**src/mad_pkg.sv**
```systemverilog
/*
 * Package of the motion activity detector: register offsets, field positions,
 * reset values and timing constants.
 * Assumes a 20 MHz core clock and a 32-bit AHB-Lite register bus.
 */
package mad_pkg;

	// ========================================================================
	// Register map (byte addresses)
	// ========================================================================
	// The control register is numbered by word index; its byte address is four
	// times that index, so every register stays one aligned word.
	localparam logic [7:0] MAD_IDX_CONTROL   = 8'h27; // motion_detect_control
	localparam logic [7:0] MAD_OFS_CONTROL   = {MAD_IDX_CONTROL[5:0], 2'h0};
	localparam logic [7:0] MAD_OFS_ACT_THR   = 8'h28;
	localparam logic [7:0] MAD_OFS_ACT_TIME  = 8'h2C;
	localparam logic [7:0] MAD_OFS_INACT_THR = 8'h30;
	localparam logic [7:0] MAD_OFS_INACT_TIM = 8'h34;
	localparam logic [7:0] MAD_OFS_MODE      = 8'h38;
	localparam logic [7:0] MAD_OFS_STATUS    = 8'h3C;
	localparam logic [7:0] MAD_OFS_REFS      = 8'h40;

	// ========================================================================
	// Control register fields
	// ========================================================================
	localparam int MAD_CTL_ACT_LO   = 0;
	localparam int MAD_CTL_INACT_LO = 2;
	localparam int MAD_CTL_LINK_LO  = 4;
	localparam logic [1:0] MAD_EN_OFF = 2'h0;
	localparam logic [1:0] MAD_EN_ABS = 2'h1;
	localparam logic [1:0] MAD_EN_REF = 2'h3;
	localparam logic [1:0] MAD_LINK_DEFAULT = 2'h0;
	localparam logic [1:0] MAD_LINK_LINKED  = 2'h1;
	localparam logic [1:0] MAD_LINK_LOOP    = 2'h3;
	localparam logic [7:0] MAD_CTL_RESET    = 8'h00;

	// Mode register fields.
	localparam int MAD_MODE_MEAS  = 0;
	localparam int MAD_MODE_WAKE  = 1;
	localparam int MAD_MODE_AXIS  = 4;
	localparam int MAD_MODE_IRQ_A = 8;
	localparam int MAD_MODE_IRQ_I = 9;
	localparam logic [9:0] MAD_MODE_RESET = 10'h070;

	// Status register fields.
	localparam int MAD_ST_ACT   = 0;
	localparam int MAD_ST_INACT = 1;
	localparam int MAD_ST_AWAKE = 2;

	// ========================================================================
	// Timing
	// ========================================================================
	localparam int MAD_ACT_TIME_W   = 16;
	localparam int MAD_INACT_TIME_W = 16;
	localparam int MAD_ACT_MAX_S    = 20;
	localparam int MAD_ODR_MAX_HZ   = 400;
	localparam int MAD_ACT_MAX_SAMP = MAD_ACT_MAX_S * MAD_ODR_MAX_HZ;

endpackage

```
**src/mad_motion_activity_detector.sv**
```systemverilog
/*
 * Motion activity and inactivity detector with an AHB-Lite register slave.
 * Assumes samples arrive from logic on core_clk with a one-cycle strobe at
 * the output data rate, and a single AHB-Lite master.
 */
// The AHB-Lite register port is this design's own decision.
// Overview of operation
// - Activity when any enabled axis exceeds threshold for activity time.
// - Absolute activity compares raw sample magnitude to threshold.
// - Referenced configuration when either enable field equals 11.
// - Referenced activity uses absolute difference from stored reference.
// - Activity reference captured at start, after linked inactivity, unlinked repeat.
// - First measurement entry uses absolute compares until reference captured.
// - Activity timer spans one sample up to 20 seconds.
// - Wake-up mode uses single-sample activity; measurement mode uses timer.
// - Inactivity only when every enabled axis stays below threshold.
// - Absolute inactivity counts consecutive quiet samples to programmed time.
// - Referenced inactivity compares difference from inactivity reference.
// - Inactivity reference captured at entry and each inactivity event.
// - Inactivity reference not refreshed before timer expires.
// - Inactivity timer counts 1 to 65535 output samples.
// - Events set status flags and optionally drive interrupt outputs.
// - Detection runs in measurement mode and wake-up mode.
// - Both detectors disabled after reset.
// - Default mode keeps both enabled; flags latch until host reads.
// - Linked mode arms only one detector at a time.
// - Linked mode arms activity first; next after host services event.
// - Awake flag is 1 at reset, follows cleared events.
// - Loop mode alternates like linked mode but clears events itself.
`timescale 1ns/1ps
module mad_motion_activity_detector
	import mad_pkg::*;
#(
	parameter int SAMPLE_W = 14
) (
	// Clock and reset
	input  wire  logic                core_clk,
	input  wire  logic                nrst,
	// AHB-Lite slave
	input  wire  logic                hsel,
	input  wire  logic [31:0]         haddr,
	input  wire  logic [1:0]          htrans,
	input  wire  logic                hwrite,
	input  wire  logic [2:0]          hsize,
	input  wire  logic [31:0]         hwdata,
	input  wire  logic                hready,
	output logic       [31:0]         hrdata,
	output logic                      hreadyout,
	output logic                      hresp,
	// Sample stream
	input  wire  logic                sampleTick,
	input  wire  logic [SAMPLE_W-1:0] sampleX,
	input  wire  logic [SAMPLE_W-1:0] sampleY,
	input  wire  logic [SAMPLE_W-1:0] sampleZ,
	// Event outputs
	output logic                      actIrq,
	output logic                      inactIrq,
	output logic                      awake
);
	import mad_pkg::*;

	// ========================================================================
	// Register storage
	// ========================================================================
	logic [7:0]                 ctl_q;
	logic [9:0]                 mode_q;
	logic [SAMPLE_W-1:0]        actThr_q;
	logic [SAMPLE_W-1:0]        inactThr_q;
	logic [MAD_ACT_TIME_W-1:0]  actTime_q;
	logic [MAD_INACT_TIME_W-1:0] inactTime_q;
	logic                       actFlag_q;
	logic                       inactFlag_q;
	logic                       awake_q;
	logic                       armAct_q;
	logic                       refValid_q;
	logic                       measPrev_q;
	logic [SAMPLE_W-1:0]        actRef_q [3];
	logic [SAMPLE_W-1:0]        inactRef_q [3];
	logic [MAD_ACT_TIME_W-1:0]  actCnt_q;
	logic [MAD_INACT_TIME_W-1:0] inactCnt_q;

	// AHB address phase capture.
	logic       dpValid_q;
	logic       dpWrite_q;
	logic [7:0] dpAddr_q;

	// ========================================================================
	// Decoded configuration
	// ========================================================================
	logic [1:0] actEn;
	logic [1:0] inactEn;
	logic [1:0] linkMode;
	logic       running;
	logic       wakeMode;
	logic       refCfg;
	logic       statusRead;

	assign actEn    = ctl_q[MAD_CTL_ACT_LO +: 2];
	assign inactEn  = ctl_q[MAD_CTL_INACT_LO +: 2];
	assign linkMode = ctl_q[MAD_CTL_LINK_LO +: 2];
	assign wakeMode = mode_q[MAD_MODE_WAKE];
	assign running  = mode_q[MAD_MODE_MEAS] | wakeMode;
	assign refCfg   = (actEn == MAD_EN_REF) || (inactEn == MAD_EN_REF);

	// ========================================================================
	// Per-axis comparison
	// ========================================================================
	logic [2:0] axisHigh;
	logic [2:0] axisLow;
	logic [SAMPLE_W-1:0] smp [3];
	assign smp[0] = sampleX;
	assign smp[1] = sampleY;
	assign smp[2] = sampleZ;

	// Two's-complement magnitude at output resolution.
	function automatic logic [SAMPLE_W-1:0] magOf(input logic [SAMPLE_W:0] v);
		logic [SAMPLE_W:0] m;
		m = v[SAMPLE_W] ? (~v + 1'b1) : v;
		return m[SAMPLE_W-1:0];
	endfunction

	always_comb begin
		for (int i = 0; i < 3; i++) begin
			logic [SAMPLE_W-1:0] aMag;
			logic [SAMPLE_W-1:0] iMag;
			aMag = '0;
			iMag = '0;
			// Until a reference exists the referenced mode falls back to absolute.
			if (refCfg && refValid_q) begin
				aMag = magOf({smp[i][SAMPLE_W-1], smp[i]} - {actRef_q[i][SAMPLE_W-1], actRef_q[i]});
				iMag = magOf({smp[i][SAMPLE_W-1], smp[i]} - {inactRef_q[i][SAMPLE_W-1], inactRef_q[i]});
			end else begin
				aMag = magOf({smp[i][SAMPLE_W-1], smp[i]});
				iMag = aMag;
			end
			axisHigh[i] = mode_q[MAD_MODE_AXIS+i] && (aMag > actThr_q);
			axisLow[i]  = !mode_q[MAD_MODE_AXIS+i] || (iMag < inactThr_q);
		end
	end

	// ========================================================================
	// Detector arming and events
	// ========================================================================
	logic actArmed;
	logic inactArmed;
	logic actHit;
	logic inactHit;
	logic actEvent;
	logic inactEvent;
	logic enterMeas;
	logic linked;

	assign linked     = (linkMode == MAD_LINK_LINKED) || (linkMode == MAD_LINK_LOOP);
	// Linked mode waits for the host to service the pending flag.
	assign actArmed   = running && (actEn != MAD_EN_OFF) &&
		(!linked || (armAct_q && !(linkMode == MAD_LINK_LINKED && inactFlag_q)));
	assign inactArmed = running && (inactEn != MAD_EN_OFF) &&
		(!linked || (!armAct_q && !(linkMode == MAD_LINK_LINKED && actFlag_q)));
	assign actHit     = |axisHigh;
	assign inactHit   = &axisLow;
	assign enterMeas  = running && !measPrev_q;
	// Wake-up mode fires on one sample; actTime of 0 or 1 means no filtering.
	assign actEvent   = sampleTick && actArmed && actHit &&
		(wakeMode || ({1'b0, actCnt_q} + 17'h00001 >= {1'b0, actTime_q}));
	assign inactEvent = sampleTick && inactArmed && inactHit &&
		({1'b0, inactCnt_q} + 17'h00001 >= {1'b0, inactTime_q});

	always_ff @(posedge core_clk) begin
		if (!nrst) begin
			actCnt_q <= '0;
		end else if (!actArmed) begin
			actCnt_q <= '0;
		end else if (sampleTick) begin
			if (!actHit || actEvent) begin
				actCnt_q <= '0;
			end else if (actCnt_q != '1) begin
				actCnt_q <= actCnt_q + 1'b1;
			end
		end
	end

	always_ff @(posedge core_clk) begin
		if (!nrst) begin
			inactCnt_q <= '0;
		end else if (!inactArmed) begin
			inactCnt_q <= '0;
		end else if (sampleTick) begin
			if (!inactHit || inactEvent) begin
				inactCnt_q <= '0;
			end else if (inactCnt_q != '1) begin
				inactCnt_q <= inactCnt_q + 1'b1;
			end
		end
	end

	// Reference capture.
	always_ff @(posedge core_clk) begin
		if (!nrst) begin
			measPrev_q <= 1'b0;
			refValid_q <= 1'b0;
			for (int i = 0; i < 3; i++) begin
				actRef_q[i]   <= '0;
				inactRef_q[i] <= '0;
			end
		end else begin
			measPrev_q <= running;
			if (!running) begin
				refValid_q <= 1'b0;
			end else if (sampleTick && !refValid_q) begin
				refValid_q <= 1'b1;
				for (int i = 0; i < 3; i++) begin
					actRef_q[i]   <= smp[i];
					inactRef_q[i] <= smp[i];
				end
			end else begin
				for (int i = 0; i < 3; i++) begin
					if ((inactEvent && linked) || (actEvent && !linked)) begin
						actRef_q[i] <= smp[i];
					end
					// Only an expired timer refreshes this one.
					if (inactEvent) begin
						inactRef_q[i] <= smp[i];
					end
				end
			end
		end
	end

	// ========================================================================
	// Flags, arming state and awake
	// ========================================================================
	logic loopClear;
	assign loopClear  = (linkMode == MAD_LINK_LOOP);
	assign statusRead = dpValid_q && !dpWrite_q && (dpAddr_q == MAD_OFS_STATUS);

	always_ff @(posedge core_clk) begin
		if (!nrst) begin
			actFlag_q   <= 1'b0;
			inactFlag_q <= 1'b0;
			awake_q     <= 1'b1;
			armAct_q    <= 1'b1;
		end else begin
			// A new event wins over a read in the same cycle.
			if (actEvent) begin
				actFlag_q <= 1'b1;
			end else if (statusRead || (loopClear && inactEvent)) begin
				actFlag_q <= 1'b0;
			end
			if (inactEvent) begin
				inactFlag_q <= 1'b1;
			end else if (statusRead || (loopClear && actEvent)) begin
				inactFlag_q <= 1'b0;
			end
			if (linked && actEvent) begin
				armAct_q <= 1'b0;
			end else if (linked && inactEvent) begin
				armAct_q <= 1'b1;
			end
			// Awake follows the serviced event; loop mode services itself.
			if (actFlag_q && (statusRead || loopClear)) begin
				awake_q <= 1'b1;
			end else if (inactFlag_q && (statusRead || loopClear)) begin
				awake_q <= 1'b0;
			end
		end
	end

	assign actIrq   = actFlag_q && mode_q[MAD_MODE_IRQ_A];
	assign inactIrq = inactFlag_q && mode_q[MAD_MODE_IRQ_I];
	assign awake    = awake_q;

	// ========================================================================
	// AHB-Lite slave: zero wait states, always OKAY
	// ========================================================================
	always_ff @(posedge core_clk) begin
		if (!nrst) begin
			dpValid_q <= 1'b0;
			dpWrite_q <= 1'b0;
			dpAddr_q  <= '0;
		end else if (hready) begin
			dpValid_q <= hsel && htrans[1];
			dpWrite_q <= hwrite;
			dpAddr_q  <= haddr[7:0];
		end
	end

	always_ff @(posedge core_clk) begin
		if (!nrst) begin
			ctl_q       <= MAD_CTL_RESET;
			mode_q      <= MAD_MODE_RESET;
			actThr_q    <= '0;
			inactThr_q  <= '0;
			actTime_q   <= '0;
			inactTime_q <= '0;
		end else if (dpValid_q && dpWrite_q) begin
			case (dpAddr_q)
				MAD_OFS_CONTROL:   ctl_q       <= hwdata[7:0];
				MAD_OFS_MODE:      mode_q      <= hwdata[9:0];
				MAD_OFS_ACT_THR:   actThr_q    <= hwdata[SAMPLE_W-1:0];
				MAD_OFS_INACT_THR: inactThr_q  <= hwdata[SAMPLE_W-1:0];
				MAD_OFS_ACT_TIME:  actTime_q   <= hwdata[MAD_ACT_TIME_W-1:0];
				MAD_OFS_INACT_TIM: inactTime_q <= hwdata[MAD_INACT_TIME_W-1:0];
				default: ;
			endcase
		end
	end

	always_comb begin
		hrdata = 32'h0000_0000;
		if (dpValid_q && !dpWrite_q) begin
			case (dpAddr_q)
				MAD_OFS_CONTROL:   hrdata = {24'h000000, ctl_q};
				MAD_OFS_MODE:      hrdata = {22'h000000, mode_q};
				MAD_OFS_ACT_THR:   hrdata[SAMPLE_W-1:0] = actThr_q;
				MAD_OFS_INACT_THR: hrdata[SAMPLE_W-1:0] = inactThr_q;
				MAD_OFS_ACT_TIME:  hrdata[MAD_ACT_TIME_W-1:0] = actTime_q;
				MAD_OFS_INACT_TIM: hrdata[MAD_INACT_TIME_W-1:0] = inactTime_q;
				MAD_OFS_STATUS:    hrdata[2:0] = {awake_q, inactFlag_q, actFlag_q};
				MAD_OFS_REFS:      hrdata[SAMPLE_W-1:0] = actRef_q[2];
				default:           hrdata = 32'h0000_0000;
			endcase
		end
	end

	assign hreadyout = 1'b1;
	assign hresp     = 1'b0;

	// ========================================================================
	// Assertions
	// ========================================================================
	property p_reset_off;
		@(posedge core_clk) $rose(nrst) |-> (actEn == MAD_EN_OFF && inactEn == MAD_EN_OFF);
	endproperty
	a_reset_off: assert property (p_reset_off) else $error("detectors not off after reset");

	property p_act_flag;
		@(posedge core_clk) disable iff (!nrst) actEvent |=> actFlag_q;
	endproperty
	a_act_flag: assert property (p_act_flag) else $error("activity flag not set");

	property p_inact_flag;
		@(posedge core_clk) disable iff (!nrst) inactEvent |=> inactFlag_q;
	endproperty
	a_inact_flag: assert property (p_inact_flag) else $error("inactivity flag not set");

	property p_one_armed;
		@(posedge core_clk) disable iff (!nrst) linked |-> !(actArmed && inactArmed);
	endproperty
	a_one_armed: assert property (p_one_armed) else $error("both detectors armed in linked mode");

	property p_flag_hold;
		@(posedge core_clk) disable iff (!nrst)
			(actFlag_q && !statusRead && !loopClear) |=> actFlag_q;
	endproperty
	a_flag_hold: assert property (p_flag_hold) else $error("activity flag lost unread");

	property p_inact_ref_hold;
		@(posedge core_clk) disable iff (!nrst)
			(refValid_q && running && !inactEvent) |=> $stable(inactRef_q[0]);
	endproperty
	a_inact_ref_hold: assert property (p_inact_ref_hold) else $error("inactivity ref moved early");

	property p_wake_single;
		@(posedge core_clk) disable iff (!nrst)
			(sampleTick && wakeMode && actArmed && actHit) |=> actFlag_q;
	endproperty
	a_wake_single: assert property (p_wake_single) else $error("wake-up mode missed activity");

	property p_cnt_clear;
		@(posedge core_clk) disable iff (!nrst)
			(sampleTick && inactArmed && !inactHit) |=> (inactCnt_q == '0);
	endproperty
	a_cnt_clear: assert property (p_cnt_clear) else $error("inactivity count not cleared");

	property p_awake_sleep;
		@(posedge core_clk) disable iff (!nrst)
			(inactFlag_q && !actFlag_q && statusRead) |=> !awake_q;
	endproperty
	a_awake_sleep: assert property (p_awake_sleep) else $error("awake not cleared");

endmodule

```
**config.mk**
```make
export PLATFORM = sky130hd
export DESIGN_NAME = mad_motion_activity_detector
export DESIGN_NICKNAME = d
export VERILOG_FILES = /design/src/mad_pkg.sv /design/src/mad_motion_activity_detector.sv
export SDC_FILE = /design/constraint.sdc
export NUM_CORES = 1
export LEC_CHECK = 0
export BUFFER_PORTS_ARGS = -buffer_cell sky130_fd_sc_hd__buf_2
export CORE_MARGIN = 4
export CORE_UTILIZATION = 30
export DETAILED_ROUTE_END_ITERATION = 7
export GPL_TIMING_DRIVEN = 0
export HOLD_SLACK_MARGIN = 0.1
export SLEW_MARGIN = 20
export SYNTH_ARGS = -nofsm -noshare
export SYNTH_HDL_FRONTEND = slang
export SYNTH_SLANG_ARGS = --single-unit
```
**constraint.sdc**
```tcl
create_clock -name core_clk -period 11.4 [get_ports core_clk]
set_clock_uncertainty 0.15 [all_clocks]
set_input_delay 0.57 -clock core_clk [delete_from_list [all_inputs] [get_ports core_clk]]
set_output_delay 0.57 -clock core_clk [all_outputs]
set_load 0.03 [all_outputs]
```
==> results of run 1 <==
area by class of cell:
type / count / area, um2 / area share [%]
Timing Repair Buffer: 102 / 623 / 2.90
Inverter: 173 / 649 / 3.03
Buffer: 99 / 459 / 2.14
Clock inverter: 7 / 50.0 / 0.233
Multi-Input combinational cell: 1940 / 12700 / 59.4
Clock buffer: 40 / 860 / 4.01
Tap cell: 837 / 1050 / 4.88
Sequential cell: 209 / 5020 / 23.4
path summary, 6_finish.rpt:
kind	start	end	slack [ns]	cells past startpoint
max	inactRef_q[0][0]	inactRef_q[0][35]	4.54	21
min	hwdata[14]	inactTime_q[14]	0.12	3
max reg2reg	inactRef_q[0][0]	inactRef_q[0][35]	4.54	21
min reg2reg	mode_q[2]	mode_q[2]	0.31	2
power by group:
part	switching, mW	total [mW]	internal (mW)
logic	0.357	0.586	0.229
clock network	0.356	0.876	0.520
registers	0.00656	0.795	0.788
worst min-delay path, stage by stage:
cell and delay (ns):
buf_2 0.12, nand2_1 0.05, a21oi_1 0.05
Yosys cell counts, types with 19 or more instances:
| library cell | instances | area [um2] |
|---|---|---|
| a21o_1 | 40 | 300 |
| edfxtp_1 | 84 | 2520 |
| dfxtp_1 | 125 | 2500 |
| a22oi_1 | 26 | 195 |
| o21a_1 | 30 | 225 |
| nor2b_1 | 29 | 181 |
| xnor2_1 | 114 | 998 |
| nand2_1 | 304 | 1140 |
| nand2b_1 | 27 | 169 |
| inv_1 | 171 | 642 |
| ha_1 | 208 | 2600 |
| xor2_1 | 57 | 499 |
| a22o_1 | 21 | 184 |
| nor3_1 | 46 | 230 |
| nand3_1 | 61 | 305 |
| or3_1 | 19 | 119 |
| a31oi_1 | 28 | 175 |
| and2_1 | 56 | 350 |
| nor4_1 | 28 | 175 |
| nor2_1 | 214 | 803 |
| o21ai_0 | 98 | 490 |
| nand4_1 | 26 | 163 |
| clkbuf_1 | 73 | 274 |
| a21oi_1 | 247 | 1240 |
sequential cells by signal, summed over array words and instances, names as in the netlist, 10 cells and up:
register / flops
actRef_q: 42
inactRef_q: 42
actCnt_q: 16
actTime_q: 16
inactCnt_q: 16
inactTime_q: 16
actThr_q: 14
inactThr_q: 14
mode_q: 10
layer usage:
metal | global-route usage, % | part of all wire (%) | vias to the layer above
met5 | 0 | 0 | -
li1 | - | - | 8881
met3 | 2.10 | 5.7 | 110
met4 | 5.56 | 3.2 | 0
met1 | 24.9 | 46 | 8299
met2 | 29.2 | 45 | 531
cell families (layout without fill, tap and decap cells):
kind of cell               Yosys count  count (layout)  synth area share (%)
xor gates and xnor gates           171             171                  7.98
other                                2              18                0.0400
AOI/OAI and AO/OA                  636             636                  21.5
buffers and inverters              272             421                  5.91
adders and majority gates          214             214                  14.5
muxes                               19              19                  1.02
and+or+nand+nor                    882             882                  22.3
DFF                                209             209                  26.8
cell usage in the layout, fill, tap and decap left out, types with 10 or more instances in the layout:
cell type / n
a22oi_1: 26
clkbuf_16: 31
and2_1: 56
nand2_1: 304
nor4_1: 27
edfxtp_1: 84
or3_1: 19
or4_1: 10
conb_1: 18
or2_2: 14
buf_2: 95
inv_1: 171
nand3_1: 61
mux2i_1: 18
nand4_1: 26
nor2_1: 214
o211ai_1: 15
ha_1: 208
clkbuf_1: 77
a21oi_1: 247
dfxtp_1: 125
a21o_1: 40
xor2_1: 57
buf_4: 18
a31oi_1: 28
nor3_1: 45
a211oi_1: 18
nand2b_1: 27
nor2b_1: 29
o21ai_0: 97
o31ai_1: 18
and3_1: 15
o21a_1: 30
a22o_1: 21
xnor2_1: 114
per-stage QoR:
| stage | setup TNS (ns) | hold slack, ns |
|---|---|---|
| 2_1_floorplan | 0 | 0.286 |
| 3_3_place_gp | -17.04 | 0.294 |
| 3_5_place_dp | 0 | 0.299 |
| 4_1_cts | 0 | 0.101 |
| 5_1_grt | 0 | 0.125 |
| 6_report | 0 | 0.119 |
what timing repair did:
action | 4_1_cts | 5_1_grt
setup buffers | 0 | 0
hold buffers | 7 | 0
hold endpoints to repair | 7 | 0
resized for setup | 0 | 0
==> impl_metrics.yaml, run 1 <==
outcome:
  status: "finished, final reports clean"
critical_path:
  worstPathArrival_ns: 7.14
  path_cells: "ha_1 > fa_1 > nand3b_1 > a211oi_1 > nor2_1 > o21ai_0 > mux2_2 > a222oi_1 > o211ai_1 > xor2_1 > o21ai_1 > ha_1 > a21oi_1 > o21ai_0 > a211oi_1 > o2111ai_1 > or4_4 > nor2_1 > o21a_1 > clkbuf_1 > and2_1"
  cp.required_ns: 11.68
  end_kind: "register"
  start_kind: "register"
  worst-path-buf-inv: 1
  crit_path_max_incr_delay_ns: 0.64
  crit_family: "compound AO/OA/AOI/OAI gates"
  critPathMaxFanout: 10
  slowest_stage: "or4_4"
  worstSetupPathType: "reg -> reg"
power:
  power_mw: 2.26
  power_leakage_nw: 8.23
  power_density_nw_per_um2: 105
  peakVddDrop_mv: 0.100
route:
  drtIter0Drc: 1550
  drt_first_pass_iters: 5
  drtAntennaViolNets: 0
  drcViolationCount: 0
  viasPerCell: 5.23
  routedWlPerCell_um: 18.3
  wirelength_um: 62400
  num_vias: 17821
clock_tree:
  numCtsBuffers: 26
  insertion_delay_ns: 0.57
  cts_max_level: 1
  cts-root-buf: "clkbuf_16"
  cts.clk_slew.worst_paths_ns: 0.06
  clock_sinks: 209
  cts.path.max_buffers: 3
  cts_tree: "yes"
floorplanning:
  fp.dieW_um: 258
  pin_count: 154
  core_area_um2: 61800
  start_util_pct: 30.4
  rows: 91
  die_y_um: 258
  die-area_um2: 66600
global_routing:
  grt_pass1_vias: 16354
  track_usage_pct: 17.9
  grt_start_max_net_pins: 22
  grt_antenna_before_repair: 0
  grt_pass1_wl_um: 95500
  overflow: 0
finish:
  fillers: 6583
  syn_to_final_growth_pct: 14.3
  drive_gt1_share_pct: 7.82
  fin_util_pct: 34.7
  stdcell_count: 3407
  antenna_cells: 0
  fin_nets: 2882
  final_area_um2: 21400
sta:
  setup_ws_ns: 4.54
  worst_pin_slew_ns: 1.04
  maxSlewViolCount: 0
  fin_crit_ns: 6.86
  finalSetupViolations: 0
  slew_headroom_pct: 30.0
  timing.fmax_ghz: 0.146
  finalCritPeriodShare_pct: 60.2
  rsz0062_at_grt: "no"
  hold_violations: 0
synthesis:
  synth-edff-count: 84
  async_flop_share_pct: 0
  synth_ff_type: "dfxtp_1"
  syn-instance-count: 2405
  ys_warn_count: 0
  syn_area_um2: 18800
  ys_types: 79
  ys_seq_area_share_pct: 26.8
  synth-seq-cells: 209
  avgSynthCellArea_um2: 7.80
placement:
  dpl.cell_count: 3353
  placedInstanceArea_um2: 20500
  port_buffers: 90
  place.gp.congestion: 0.943
  pre_cts_slack_ns: 4.02
  place_hpwl_um: 48900
job:
  cap_violations: 0
worst_hold_path:
  hp-class: "in -> reg"
No activity file was read; power rests on OpenSTA's default activity.
==> inputs of run 2 (changes only) <==
==> constraint.sdc (replaced) <==
create_clock -name core_clk -period 5.9 [get_ports core_clk]
set_clock_uncertainty 0.15 [all_clocks]
set_input_delay 0.295 -clock core_clk [delete_from_list [all_inputs] [get_ports core_clk]]
set_output_delay 0.295 -clock core_clk [all_outputs]
set_load 0.03 [all_outputs]
==> impl_metrics.yaml, run 2 (synthesis results as in run 1) <==
floorplanning:
  core_area_um2: 61800
  pin_count: 154
  die_y_um: 258
  fp.dieW_um: 258
  rows: 91
  die-area_um2: 66600
  start_util_pct: 30.4
route:
  routedWlPerCell_um: 18.6
  met3_length_um: 4380
  highest_layer: "met5"
  met1_length_um: 29100
  viasPerCell: 5.23
  drtIter0Drc: 1633
  drtAntennaViolNets: 0
  drt_first_pass_iters: 7
  num_vias: 18309
  dr_wl_met2_um: 29500
  drcViolationCount: 0
  wirelength_um: 65000
critical_path:
  critPathMaxFanout: 17
  crit_path_max_incr_delay_ns: 0.50
  cp.required_ns: 6.04
  worstSetupPathType: "reg -> reg"
  start_kind: "register"
  slowest_stage: "or4_4"
  end_kind: "register"
  crit_family: "simple AND/OR/NAND/NOR gates"
  worstPathArrival_ns: 6.23
  worst-path-buf-inv: 2
  path_cells: "ha_2 > fa_2 > nand3b_1 > a211oi_2 > nor3_1 > xnor2_1 > or4_4 > or4_1 > o211ai_1 > xor2_1 > o21ai_1 > ha_1 > a21oi_2 > o21ai_1 > a211oi_1 > o2111ai_1 > or4_4 > o32a_1 > o221ai_4 > buf_16 > buf_12"
placement:
  pre_cts_slack_ns: -1.38
  place_hpwl_um: 49300
  port_buffers: 90
  placedInstanceArea_um2: 20500
  place.gp.congestion: 0.970
worst_hold_path:
  hp-class: "in -> reg"
power:
  peakVddDrop_mv: 0.213
  power_density_nw_per_um2: 203
  power_leakage_nw: 8.76
finish:
  final_common_cell: "nand2_1"
  drive_gt1_share_pct: 10.5
  final_cell_mix: "nand2_1 (304), a21oi_1 (243), nor2_1 (211)"
  fillers: 6439
  seq_area_um2: 5020
  fin_nets: 2969
  multi_input_area_um2: 13000
  syn_to_final_growth_pct: 21.0
  final_area_um2: 22700
  top_regs: "actRef_q: 42 flops, inactRef_q: 42 flops"
clock_tree:
  numCtsBuffers: 27
  cts_tree: "yes"
  cts.clk_slew.worst_paths_ns: 0.07
  insertion_delay_ns: 0.59
  clock_sinks: 209
  cts.path.max_buffers: 3
  cts-root-buf: "clkbuf_16"
  cts_max_level: 1
sta:
  maxSlewViolCount: 0
  finalSetupViolations: 103
  timing.fmax_ghz: 0.164
  finalCritPeriodShare_pct: 103
  worst_pin_slew_ns: 0.963
  hold_violations: 0
  fin_crit_ns: 6.10
  slew_headroom_pct: 35.2
  setup_ws_ns: -0.195
  rsz0062_at_grt: "yes"
global_routing:
  grt_start_max_net_pins: 18
  grt_pass1_wl_um: 100000
  track_usage_pct: 18.9
  grt_pass1_vias: 17251
  grt_antenna_before_repair: 1
  overflow: 0
outcome:
  status: "finished, violations left"
  violations: "negative setup slack"
job:
  cap_violations: 0
run 2: cell types whose count changed in the layout (fill, tap and decap cells not counted), moves of 4 or more:
| cell | before | now |
|---|---|---|
| a21oi_1 | 247 | 243 |
| a21oi_2 | 0 | 4 |
| buf_4 | 18 | 36 |
| clkbuf_1 | 77 | 65 |
| nor4_1 | 27 | 23 |
| dlygate4sd3_1 | 7 | 68 |
| buf_6 | 2 | 6 |
| bufinv_16 | 0 | 4 |
| clkbuf_2 | 0 | 4 |
run 2: timing repair:
item,4_1_cts,5_1_grt
pin swaps,11,8
setup buffers,15,8
setup endpoints to repair,192,191
endpoints found under the hold margin,162,0
cloned,2,0
hold buffers,68,0
resized for setup,48,22
run 2: final timing paths:
path / startpoint / to / slack [ns] / cells after the start
setup / recovery: inactRef_q[0][0] / actRef_q[0][6] / -0.20 / 21
hold / removal: nrst / mode_q[4] / 0.14 / 2
setup reg to reg: inactRef_q[0][0] / actRef_q[0][6] / -0.20 / 21
hold reg to reg: mode_q[3] / mode_q[3] / 0.31 / 2
run 2: layout make-up:
| class | count | share of cell area [%] |
|---|---|---|
| Multi-Input combinational cell | 1940 | 57.2 |
| Sequential cell | 209 | 22.1 |
| Timing Repair Buffer | 188 | 6.70 |
| Tap cell | 837 | 4.61 |
| Clock buffer | 30 | 3.21 |
| Inverter | 173 | 2.86 |
| Buffer | 99 | 2.18 |
| Clock inverter | 20 | 1.05 |
| Antenna cell | 2 | 0.0220 |
run 2: layer usage:
metal | track usage [%] | vias up
met5 | 0 | -
met4 | 5.52 | 2
met3 | 2.80 | 119
met2 | 31.2 | 632
met1 | 25.7 | 8502
li1 | - | 9054
run 2: power by group:
part	internal [mW]	leakage (nW)	switching, mW
logic	0.506	6.40	0.731
clock network	1.08	0.485	0.755
registers	1.52	1.88	0.0129
total	3.11	8.76	1.50
run 2: stage by stage:
step | instances | power [mW] | utilization [%] | TNS (ns) | hold WS (ns)
after floorplan | 2421 | 2.38 | - | -3.34 | 0.269
after global placement | 3348 | 2.67 | 33.0 | -231.76 | 0.292
after detailed placement | 3353 | 2.68 | 33.2 | -174.46 | 0.300
after CTS | 3488 | 4.60 | 36.4 | -8.41 | 0.106
after global routing | 3496 | 4.83 | 36.7 | -49.51 | 0.109
final | 3498 | 4.60 | 36.7 | -10.91 | 0.139
